$ cat config.mk
export PLATFORM = sky130hd
export DESIGN_NAME = halfword_mac_unit
export DESIGN_NICKNAME = d
export VERILOG_FILES = /design/src/rtl/halfword_mac_unit.v
export VERILOG_INCLUDE_DIRS = /design/src /design/src/shared
export SDC_FILE = /design/constraint.sdc
export NUM_CORES = 2
export LEC_CHECK = 0
export BUFFER_PORTS_ARGS = -buffer_cell sky130_fd_sc_hd__buf_2
export CORE_MARGIN = 2
export CORE_UTILIZATION = 50
export CTS_BUF_LIST = sky130_fd_sc_hd__clkbuf_4
export DETAILED_ROUTE_END_ITERATION = 10
export PLACE_DENSITY = 0.69
export SLEW_MARGIN = 20
export SYNTH_ARGS = -nofsm -noshare
export SYNTH_HDL_FRONTEND = slang
export SYNTH_SLANG_ARGS = --single-unit
$ cat constraint.sdc
create_clock -name aclk -period 14.6 [get_ports aclk]
set_input_delay 3.65 -clock aclk [delete_from_list [all_inputs] [get_ports aclk]]
set_output_delay 3.65 -clock aclk [all_outputs]
set_load 0.05 [all_outputs]
$ cat src/shared/halfword_mac_regs.vh
`ifndef HALFWORD_MAC_REGS_VH
`define HALFWORD_MAC_REGS_VH

// byte offsets on the register bus
`define ADDR_W 32
`define DEC_HI 7
`define OFF_OP 8'h00
`define OFF_SRC_A 8'h04
`define OFF_SRC_B 8'h08
`define OFF_TARGET 8'h0C
`define OFF_CR0 8'h10
`define OFF_XER 8'h14
`define OFF_PROD 8'h18
`define OFF_COUNT 8'h1C

// operation word fields
`define OP_RC 0
`define OP_SEL_LO 1
`define OP_SEL_HI 2
`define OP_KIND_LO 3
`define OP_KIND_HI 4
`define OP_UNS 5
`define OP_SAT 6
`define OP_OE 10

// operand selections
`define SEL_CROSS 2'h0
`define SEL_HIGH 2'h1
`define SEL_LOW 2'h2

// operation kinds
`define KIND_MAC 2'h0
`define KIND_NMAC 2'h1
`define KIND_MUL 2'h2

// condition field zero bits
`define CR_LT 3
`define CR_GT 2
`define CR_EQ 1
`define CR_SO 0

// exception register bits
`define XER_SO 31
`define XER_OV 30

// bus answers and reset values
`define RESP_OKAY 2'h0
`define RESP_SLVERR 2'h2
`define ZERO32 32'h00000000
`define ZERO4 4'h0

`endif

$ cat src/rtl/halfword_mac_unit.v
`timescale 1ns/1ps
`include "halfword_mac_regs.vh"
// Operation
// [RQ1] cross forms multiply the first source's low-order halfword by the second source's high-order halfword.
// [RQ2] high forms multiply the high-order halfwords of both sources.
// [RQ3] low forms multiply the low-order halfwords of both sources.
// [RQ4] every selection has a signed and an unsigned variant chosen by the operation word; the code keeps negated forms signed only.
// [RQ5] wrapping accumulate adds product and target in 33 bits and keeps the low 32.
// [RQ6] signed saturation clamps to old sign then 31 inverted bits when signs agree and the sum sign flips.
// [RQ7] unsigned saturation ORs the carry across all 32 result bits.
// [RQ8] negative accumulate forms negate the signed product before adding, in all selections.
// [RQ9] negative saturation checks the sign of the negated product against the old target sign.
// [RQ10] multiply-only forms write the whole product to the target without accumulating.
// [RQ11] with the record flag set, condition field zero follows the written result; else it holds.
// [RQ12] with overflow enable set, the overflow flag and its sticky summary are updated on accumulates.
// [RQ13] bit 0 is the msb, so limits and overflow are those of 32-bit signed or unsigned values.
module halfword_mac_unit (
	input wire aclk,
	input wire aresetn,
	input wire ce,
	input wire [31:0] s_axi_awaddr,
	input wire [2:0] s_axi_awprot,
	input wire s_axi_awvalid,
	output reg s_axi_awready,
	input wire [31:0] s_axi_wdata,
	input wire [3:0] s_axi_wstrb,
	input wire s_axi_wvalid,
	output reg s_axi_wready,
	output reg [1:0] s_axi_bresp,
	output reg s_axi_bvalid,
	input wire s_axi_bready,
	input wire [31:0] s_axi_araddr,
	input wire [2:0] s_axi_arprot,
	input wire s_axi_arvalid,
	output reg s_axi_arready,
	output reg [31:0] s_axi_rdata,
	output reg [1:0] s_axi_rresp,
	output reg s_axi_rvalid,
	input wire s_axi_rready
);

////////////////////////////////////////////////////////////////////////////////
// state

reg [31:0] aw_addr_r;
reg aw_full_r;
reg [31:0] w_data_r;
reg [3:0] w_strb_r;
reg w_full_r;
reg [31:0] op_r;
reg [31:0] first_source_gpr_r;
reg [31:0] second_source_gpr_r;
reg [31:0] target_gpr_r;
reg [3:0] condition_field_zero_r;
reg arith_excess_flag_r;
reg summary_excess_flag_r;
reg [31:0] last_prod_r;
reg [31:0] exec_count_r;

////////////////////////////////////////////////////////////////////////////////
// byte-lane merge

function [31:0] merge;
	input [31:0] old;
	input [31:0] new_data;
	input [3:0] strb;
	integer i;
	begin
		merge = old;
		for (i = 0; i < 4; i = i + 1) begin
			if (strb[i]) begin
				merge[i*8 +: 8] = new_data[i*8 +: 8];
			end
		end
	end
endfunction

////////////////////////////////////////////////////////////////////////////////
// write decode

wire [7:0] w_off = {aw_addr_r[`DEC_HI:2], 2'b00};
wire w_in_window = (aw_addr_r[`ADDR_W-1:`DEC_HI+1] == 24'h000000);
wire wr_go = aw_full_r && w_full_r && !s_axi_bvalid;
wire wr_op = wr_go && w_in_window && (w_off == `OFF_OP);
wire wr_src_a = wr_go && w_in_window && (w_off == `OFF_SRC_A);
wire wr_src_b = wr_go && w_in_window && (w_off == `OFF_SRC_B);
wire wr_target = wr_go && w_in_window && (w_off == `OFF_TARGET);
wire wr_xer = wr_go && w_in_window && (w_off == `OFF_XER);
wire wr_ok = wr_op || wr_src_a || wr_src_b || wr_target || wr_xer;

////////////////////////////////////////////////////////////////////////////////
// operand selection

wire [31:0] op_now = merge(op_r, w_data_r, w_strb_r);
wire [1:0] sel = op_now[`OP_SEL_HI:`OP_SEL_LO];
wire [1:0] kind = op_now[`OP_KIND_HI:`OP_KIND_LO];
wire rec = op_now[`OP_RC];
wire oe = op_now[`OP_OE];
wire sat = op_now[`OP_SAT];
// negated forms exist only as signed
wire uns = op_now[`OP_UNS] && (kind != `KIND_NMAC);
// msb-first numbering: bits 0:15 are [31:16], bits 16:31 are [15:0]
wire [15:0] a_hi = first_source_gpr_r[31:16];
wire [15:0] a_lo = first_source_gpr_r[15:0];
wire [15:0] b_hi = second_source_gpr_r[31:16];
wire [15:0] b_lo = second_source_gpr_r[15:0];
reg [15:0] a_sel;
reg [15:0] b_sel;

always @* begin
	case (sel)
		`SEL_CROSS: begin
			a_sel = a_lo; // see [RQ1]
			b_sel = b_hi;
		end
		`SEL_HIGH: begin
			a_sel = a_hi; // see [RQ2]
			b_sel = b_hi;
		end
		default: begin
			a_sel = a_lo; // see [RQ3]
			b_sel = b_lo;
		end
	endcase
end

////////////////////////////////////////////////////////////////////////////////
// multiply, negate, accumulate

// 17-bit operands so one signed multiplier covers both variants
wire signed [16:0] a_ext = {(uns ? 1'b0 : a_sel[15]), a_sel}; // see [RQ4]
wire signed [16:0] b_ext = {(uns ? 1'b0 : b_sel[15]), b_sel}; // see [RQ4]
wire signed [33:0] prod_full = a_ext * b_ext;
wire [31:0] prod = prod_full[31:0];
wire [31:0] nprod = ~prod + 32'h00000001; // see [RQ8]
wire [31:0] addend = (kind == `KIND_NMAC) ? nprod : prod;
wire [32:0] sum = {1'b0, addend} + {1'b0, target_gpr_r}; // see [RQ5]
wire old_sign = target_gpr_r[31];
// sign of the value actually added, so negated forms compare nprod
wire sgn_ovf = (addend[31] == old_sign) && (old_sign != sum[31]); // see [RQ9]
wire uns_ovf = sum[32];
wire ovf = uns ? uns_ovf : sgn_ovf; // see [RQ13]
wire [31:0] sgn_clamp = {old_sign, {31{~old_sign}}}; // see [RQ6]
wire [31:0] uns_clamp = sum[31:0] | {32{sum[32]}}; // see [RQ7]
wire is_acc = (kind == `KIND_MAC) || (kind == `KIND_NMAC);
wire is_mul = (kind == `KIND_MUL);
wire exec_now = wr_op && (is_acc || is_mul);
reg [31:0] result;

always @* begin
	if (is_mul) begin
		result = prod; // see [RQ10]
	end else if (sat && uns) begin
		result = uns_clamp; // see [RQ7]
	end else if (sat && sgn_ovf) begin
		result = sgn_clamp; // see [RQ6]
	end else begin
		result = sum[31:0]; // see [RQ5]
	end
end

////////////////////////////////////////////////////////////////////////////////
// flag updates

wire ov_upd = exec_now && is_acc && oe;
wire ov_nxt = ov_upd ? ovf : arith_excess_flag_r; // see [RQ12]
// a software write to the exception register would win over a hardware set in the same cycle
wire so_nxt = (ov_upd && ovf) || summary_excess_flag_r; // see [RQ12]
wire [3:0] cr_nxt = {result[31], (!result[31] && (result != `ZERO32)), (result == `ZERO32), so_nxt};

////////////////////////////////////////////////////////////////////////////////
// write channels and register file

always @(posedge aclk) begin
	if (!aresetn) begin
		aw_addr_r <= `ZERO32;
		aw_full_r <= 1'b0;
		w_data_r <= `ZERO32;
		w_strb_r <= `ZERO4;
		w_full_r <= 1'b0;
		s_axi_awready <= 1'b1;
		s_axi_wready <= 1'b1;
		s_axi_bvalid <= 1'b0;
		s_axi_bresp <= `RESP_OKAY;
		op_r <= `ZERO32;
		first_source_gpr_r <= `ZERO32;
		second_source_gpr_r <= `ZERO32;
		target_gpr_r <= `ZERO32;
		condition_field_zero_r <= `ZERO4;
		arith_excess_flag_r <= 1'b0;
		summary_excess_flag_r <= 1'b0;
		last_prod_r <= `ZERO32;
		exec_count_r <= `ZERO32;
	end else if (ce) begin
		if (s_axi_awvalid && s_axi_awready) begin
			aw_addr_r <= s_axi_awaddr;
			aw_full_r <= 1'b1;
			s_axi_awready <= 1'b0;
		end
		if (s_axi_wvalid && s_axi_wready) begin
			w_data_r <= s_axi_wdata;
			w_strb_r <= s_axi_wstrb;
			w_full_r <= 1'b1;
			s_axi_wready <= 1'b0;
		end
		if (wr_go) begin
			aw_full_r <= 1'b0;
			w_full_r <= 1'b0;
			s_axi_bvalid <= 1'b1;
			s_axi_bresp <= wr_ok ? `RESP_OKAY : `RESP_SLVERR;
		end
		if (s_axi_bvalid && s_axi_bready) begin
			s_axi_bvalid <= 1'b0;
			s_axi_awready <= 1'b1;
			s_axi_wready <= 1'b1;
		end
		if (wr_src_a) begin
			first_source_gpr_r <= merge(first_source_gpr_r, w_data_r, w_strb_r);
		end
		if (wr_src_b) begin
			second_source_gpr_r <= merge(second_source_gpr_r, w_data_r, w_strb_r);
		end
		if (wr_target) begin
			target_gpr_r <= merge(target_gpr_r, w_data_r, w_strb_r);
		end
		if (wr_op) begin
			op_r <= op_now;
		end
		if (exec_now) begin
			target_gpr_r <= result;
			last_prod_r <= addend;
			exec_count_r <= exec_count_r + 32'h00000001;
			if (rec) begin
				condition_field_zero_r <= cr_nxt; // see [RQ11]
			end
			arith_excess_flag_r <= ov_nxt; // see [RQ12]
			summary_excess_flag_r <= so_nxt;
		end
		if (wr_xer && w_strb_r[3]) begin
			arith_excess_flag_r <= w_data_r[`XER_OV];
			summary_excess_flag_r <= w_data_r[`XER_SO];
		end
	end
end

////////////////////////////////////////////////////////////////////////////////
// read channel

wire [7:0] r_off = {s_axi_araddr[`DEC_HI:2], 2'b00};
wire r_in_window = (s_axi_araddr[`ADDR_W-1:`DEC_HI+1] == 24'h000000);
reg [31:0] rd_mux;
reg rd_hit;

always @* begin
	rd_hit = r_in_window;
	case (r_off)
		`OFF_OP: begin
			rd_mux = op_r;
		end
		`OFF_SRC_A: begin
			rd_mux = first_source_gpr_r;
		end
		`OFF_SRC_B: begin
			rd_mux = second_source_gpr_r;
		end
		`OFF_TARGET: begin
			rd_mux = target_gpr_r;
		end
		`OFF_CR0: begin
			rd_mux = {28'h0000000, condition_field_zero_r};
		end
		`OFF_XER: begin
			rd_mux = {summary_excess_flag_r, arith_excess_flag_r, 30'h00000000};
		end
		`OFF_PROD: begin
			rd_mux = last_prod_r;
		end
		`OFF_COUNT: begin
			rd_mux = exec_count_r;
		end
		default: begin
			rd_mux = `ZERO32;
			rd_hit = 1'b0;
		end
	endcase
	if (!r_in_window) begin
		rd_mux = `ZERO32;
	end
end

always @(posedge aclk) begin
	if (!aresetn) begin
		s_axi_arready <= 1'b1;
		s_axi_rvalid <= 1'b0;
		s_axi_rdata <= `ZERO32;
		s_axi_rresp <= `RESP_OKAY;
	end else if (ce) begin
		if (s_axi_arvalid && s_axi_arready) begin
			s_axi_arready <= 1'b0;
			s_axi_rvalid <= 1'b1;
			s_axi_rdata <= rd_mux;
			s_axi_rresp <= rd_hit ? `RESP_OKAY : `RESP_SLVERR;
		end
		if (s_axi_rvalid && s_axi_rready) begin
			s_axi_rvalid <= 1'b0;
			s_axi_arready <= 1'b1;
		end
	end
end

endmodule

==> results.cfg <==
[outcome]
run_status = finished, final reports clean

[synthesis]
seq_area_frac_synth_pct = 22.73
synth-edff-count = 0
netlist_instances = 3376
synth_most_common_cell = nand2_1
synth_cell_type_count = 83
syn-cell-area_um2 = 26860
yosysTopAreaCell = dfxtp_1
synthTopCellsByCount = nand2_1 (623), inv_1 (344), a21oi_1 (342)
ys_top_cells_by_area = dfxtp_1 (23%), fa_1 (21%), nand2_1 (8.7%), a21oi_1 (6.4%), ha_1 (5.4%)
syn_avg_cell_area_um2 = 7.955
ys_ff_latch = 305
async_flop_share_pct = 0
synth.top_cell.area_share_pct = 22.73
synth_top_flop_cell = dfxtp_1
yosys_warnings = 0

[critical_path]
crit_path_start_kind = flop
end_kind = flop
cp_max_fo = 24
critPathArrivalTime_ns = 13.91
crit_path_top_delay_cell = nor2_1
critical_path_class = flop to flop
required_ns = 15.33
cp_slowest_stage_delay_ns = 0.67
cp_common_cell = fa_1

[placement]
place_inst = 4105
port_buffers = 142
hpwl_um = 73560
dpl_worst_slack_ns = 1.841
gp_congestion = 1.003

[power_and_ir_drop]
clkPwrFrac_pct = 44.9
switching_share_pct = 27.69
p_leak_nw = 12.32
p_per_area_nw_per_um2 = 58.10
combPwrFrac_pct = 4.7
switchingPower_mw = 0.4733
seq_power_share_pct = 50.3
internal_power_mw = 1.236
peakVddDrop_v = 0.00006328

[drt]
avgViaCountPerCell = 5.985
drc = 0
via_count = 25470
drtIter0Drc = 3322
wl_um = 94570
wire_per_inst_um = 22.22
ant_nets = 0
drtPass1Iterations = 6

[clock_tree]
tritoncts = done
clk_latency_ns = 0.85
cts_buffers = 83
clockBufferDepth = 3
htree_levels = 3
ctsHoldBuffers = 0
clock-sinks = 305
root_buffer = clkbuf_4
cts_setup_buffers = 0
clk_pin_slew_ns = 0.07
cts.repair.resized = 0

[sta]
period_needed_ns = 13.18
relSlewSlack_pct = 20.34
setup_slack_ns = 1.417
setup-violations-final = 0
rsz0062_at_grt = no
finalSetupTns_ns = 0
fin_crit_sh_pct = 90.30
whs_ns = 0.4498
hold_viol_final = 0
slew_violations = 0
tightest_slew_ns = 1.186
fmax_mhz = 75.85
skew_ns = 0.07087

[grt]
top_usage_layer = met2
met1_usage_pct = 44.73
grt_use_met2_pct = 51.36
grt_use_total_pct = 33.93
grt_pass1_vias = 24840
grt_pass1_wl_um = 144400
antenna_found_initial = 3
grt_max_degree = 154
use_met3_pct = 8.431
grt.overflow.total = 0

[die]
dieWidth_um = 235.8
pin_count = 155
start_util_pct = 50.80
rows = 84
dieArea_um2 = 55580
dieHeight_um = 235.8
coreArea_um2 = 52870

[finish]
drive_gt1_share_pct = 11.39
areaGrowthSynthToFinish_pct = 9.546
nNetsFinal = 4015
finalNonFillerCells = 4256

[run]
maxCapViolCount = 0

[hold_path]
hp-class = flop to flop
stage by stage:
step	util [%]	cell area (um2)	power, mW
floorplan	-	26860	0.9164
CTS	55.63	29410	1.711
finish	55.65	29420	1.709
detailed placement	53.69	28380	0.9564
global route	55.65	29420	1.772
global placement	53.69	28380	0.9558
sequential cells by signal, indices dropped and copies added, names as in the netlist:
signal / count
condition_field_zero_r: 4
w_data_r: 32
aw_full_r: 1
target_gpr_r: 32
s_axi_arready: 1
arith_excess_flag_r: 1
exec_count_r: 32
s_axi_bresp: 1
s_axi_rresp: 1
s_axi_bvalid: 1
s_axi_wready: 1
s_axi_awready: 1
first_source_gpr_r: 32
op_r: 32
second_source_gpr_r: 32
s_axi_rdata: 32
w_full_r: 1
w_strb_r: 4
aw_addr_r: 30
s_axi_rvalid: 1
last_prod_r: 32
summary_excess_flag_r: 1
worst max-delay path, delay by kind of cell, from the launching register on:
family	cells	cell delay, ns
AOI/OAI and AO/OA	12	3.59
and+or+nand+nor	12	2.89
DFF	1	0.64
xor gates and xnor gates	2	0.86
buffers and inverters	7	1.07
adders and majority gates	8	3.99
metal layers:
layer	part of all wire, %	vias up
met3	12	324
met2	43	1506
met5	0.017	-
li1	-	11580
met1	39	12060
met4	6.3	2
cell usage in the layout, fill, tap and decap left out, types with 7 or more instances in the layout:
master / synthesis / layout
a211o_1: 9 / 9
a211oi_1: 22 / 22
a21o_1: 22 / 22
a21oi_1: 342 / 342
a22oi_1: 88 / 88
a31oi_1: 52 / 51
and2_1: 19 / 19
and3_1: 26 / 25
buf_2: 7 / 142
buf_4: 2 / 70
clkbuf_4: 0 / 114
clkinv_1: 0 / 22
dfxtp_1: 305 / 305
fa_1: 283 / 283
ha_1: 116 / 116
inv_1: 344 / 343
mux2_2: 33 / 33
mux2i_1: 50 / 47
nand2_1: 623 / 623
nand2b_1: 25 / 25
nand3_1: 62 / 61
nand4_1: 18 / 18
nor2_1: 321 / 317
nor2b_1: 15 / 14
nor3_1: 36 / 35
nor4_1: 21 / 21
o2111ai_1: 7 / 7
o211ai_1: 24 / 24
o21a_1: 12 / 12
o21ai_0: 84 / 83
o22ai_1: 7 / 7
o31ai_1: 7 / 7
or3_1: 17 / 17
or4_1: 8 / 8
xnor2_1: 53 / 53
xor2_1: 49 / 49
cell type report:
class,instances,area [um2]
inverters,344,1299
clock buffers,114,855.8
fillers,5025,23450
repair buffers,212,1236
multi-input cells,2556,18890
diodes,3,7.507
well taps,688,860.8
clock inverters,34,167.7
flip-flops and latches,305,6106
logic make-up (layout without fill, tap and decap cells):
kind of cell	count (synthesis)	after routing	share of synthesized area, %
AOI/OAI and AO/OA	749	749	17.33
xor gates and xnor gates	102	102	3.326
adders and majority gates	399	399	26.50
buffers and inverters	516	704	7.277
DFF	305	305	22.73
muxes	84	84	3.331
other	1	5	0.01396
and+or+nand+nor	1220	1220	19.49
path summary, 6_finish.rpt:
path	end	slack, ns	cells after the start	from
min reg2reg	op_r[30]	0.45	2	op_r[30]
max reg2reg	condition_field_zero_r[2]	1.42	41	w_strb_r[0]
max	condition_field_zero_r[2]	1.42	41	w_strb_r[0]
min	op_r[30]	0.45	2	op_r[30]
power groups by stage:
stage               registers (mW)  logic, mW  clock network [mW]
floorplan                    0.871     0.0458                   0
global placement             0.877     0.0785                   0
detailed placement           0.877     0.0790                   0
CTS                          0.859     0.0792               0.774
global route                 0.860     0.0878               0.825
finish                       0.860     0.0806               0.768
No activity file was read; power rests on OpenSTA's default activity.
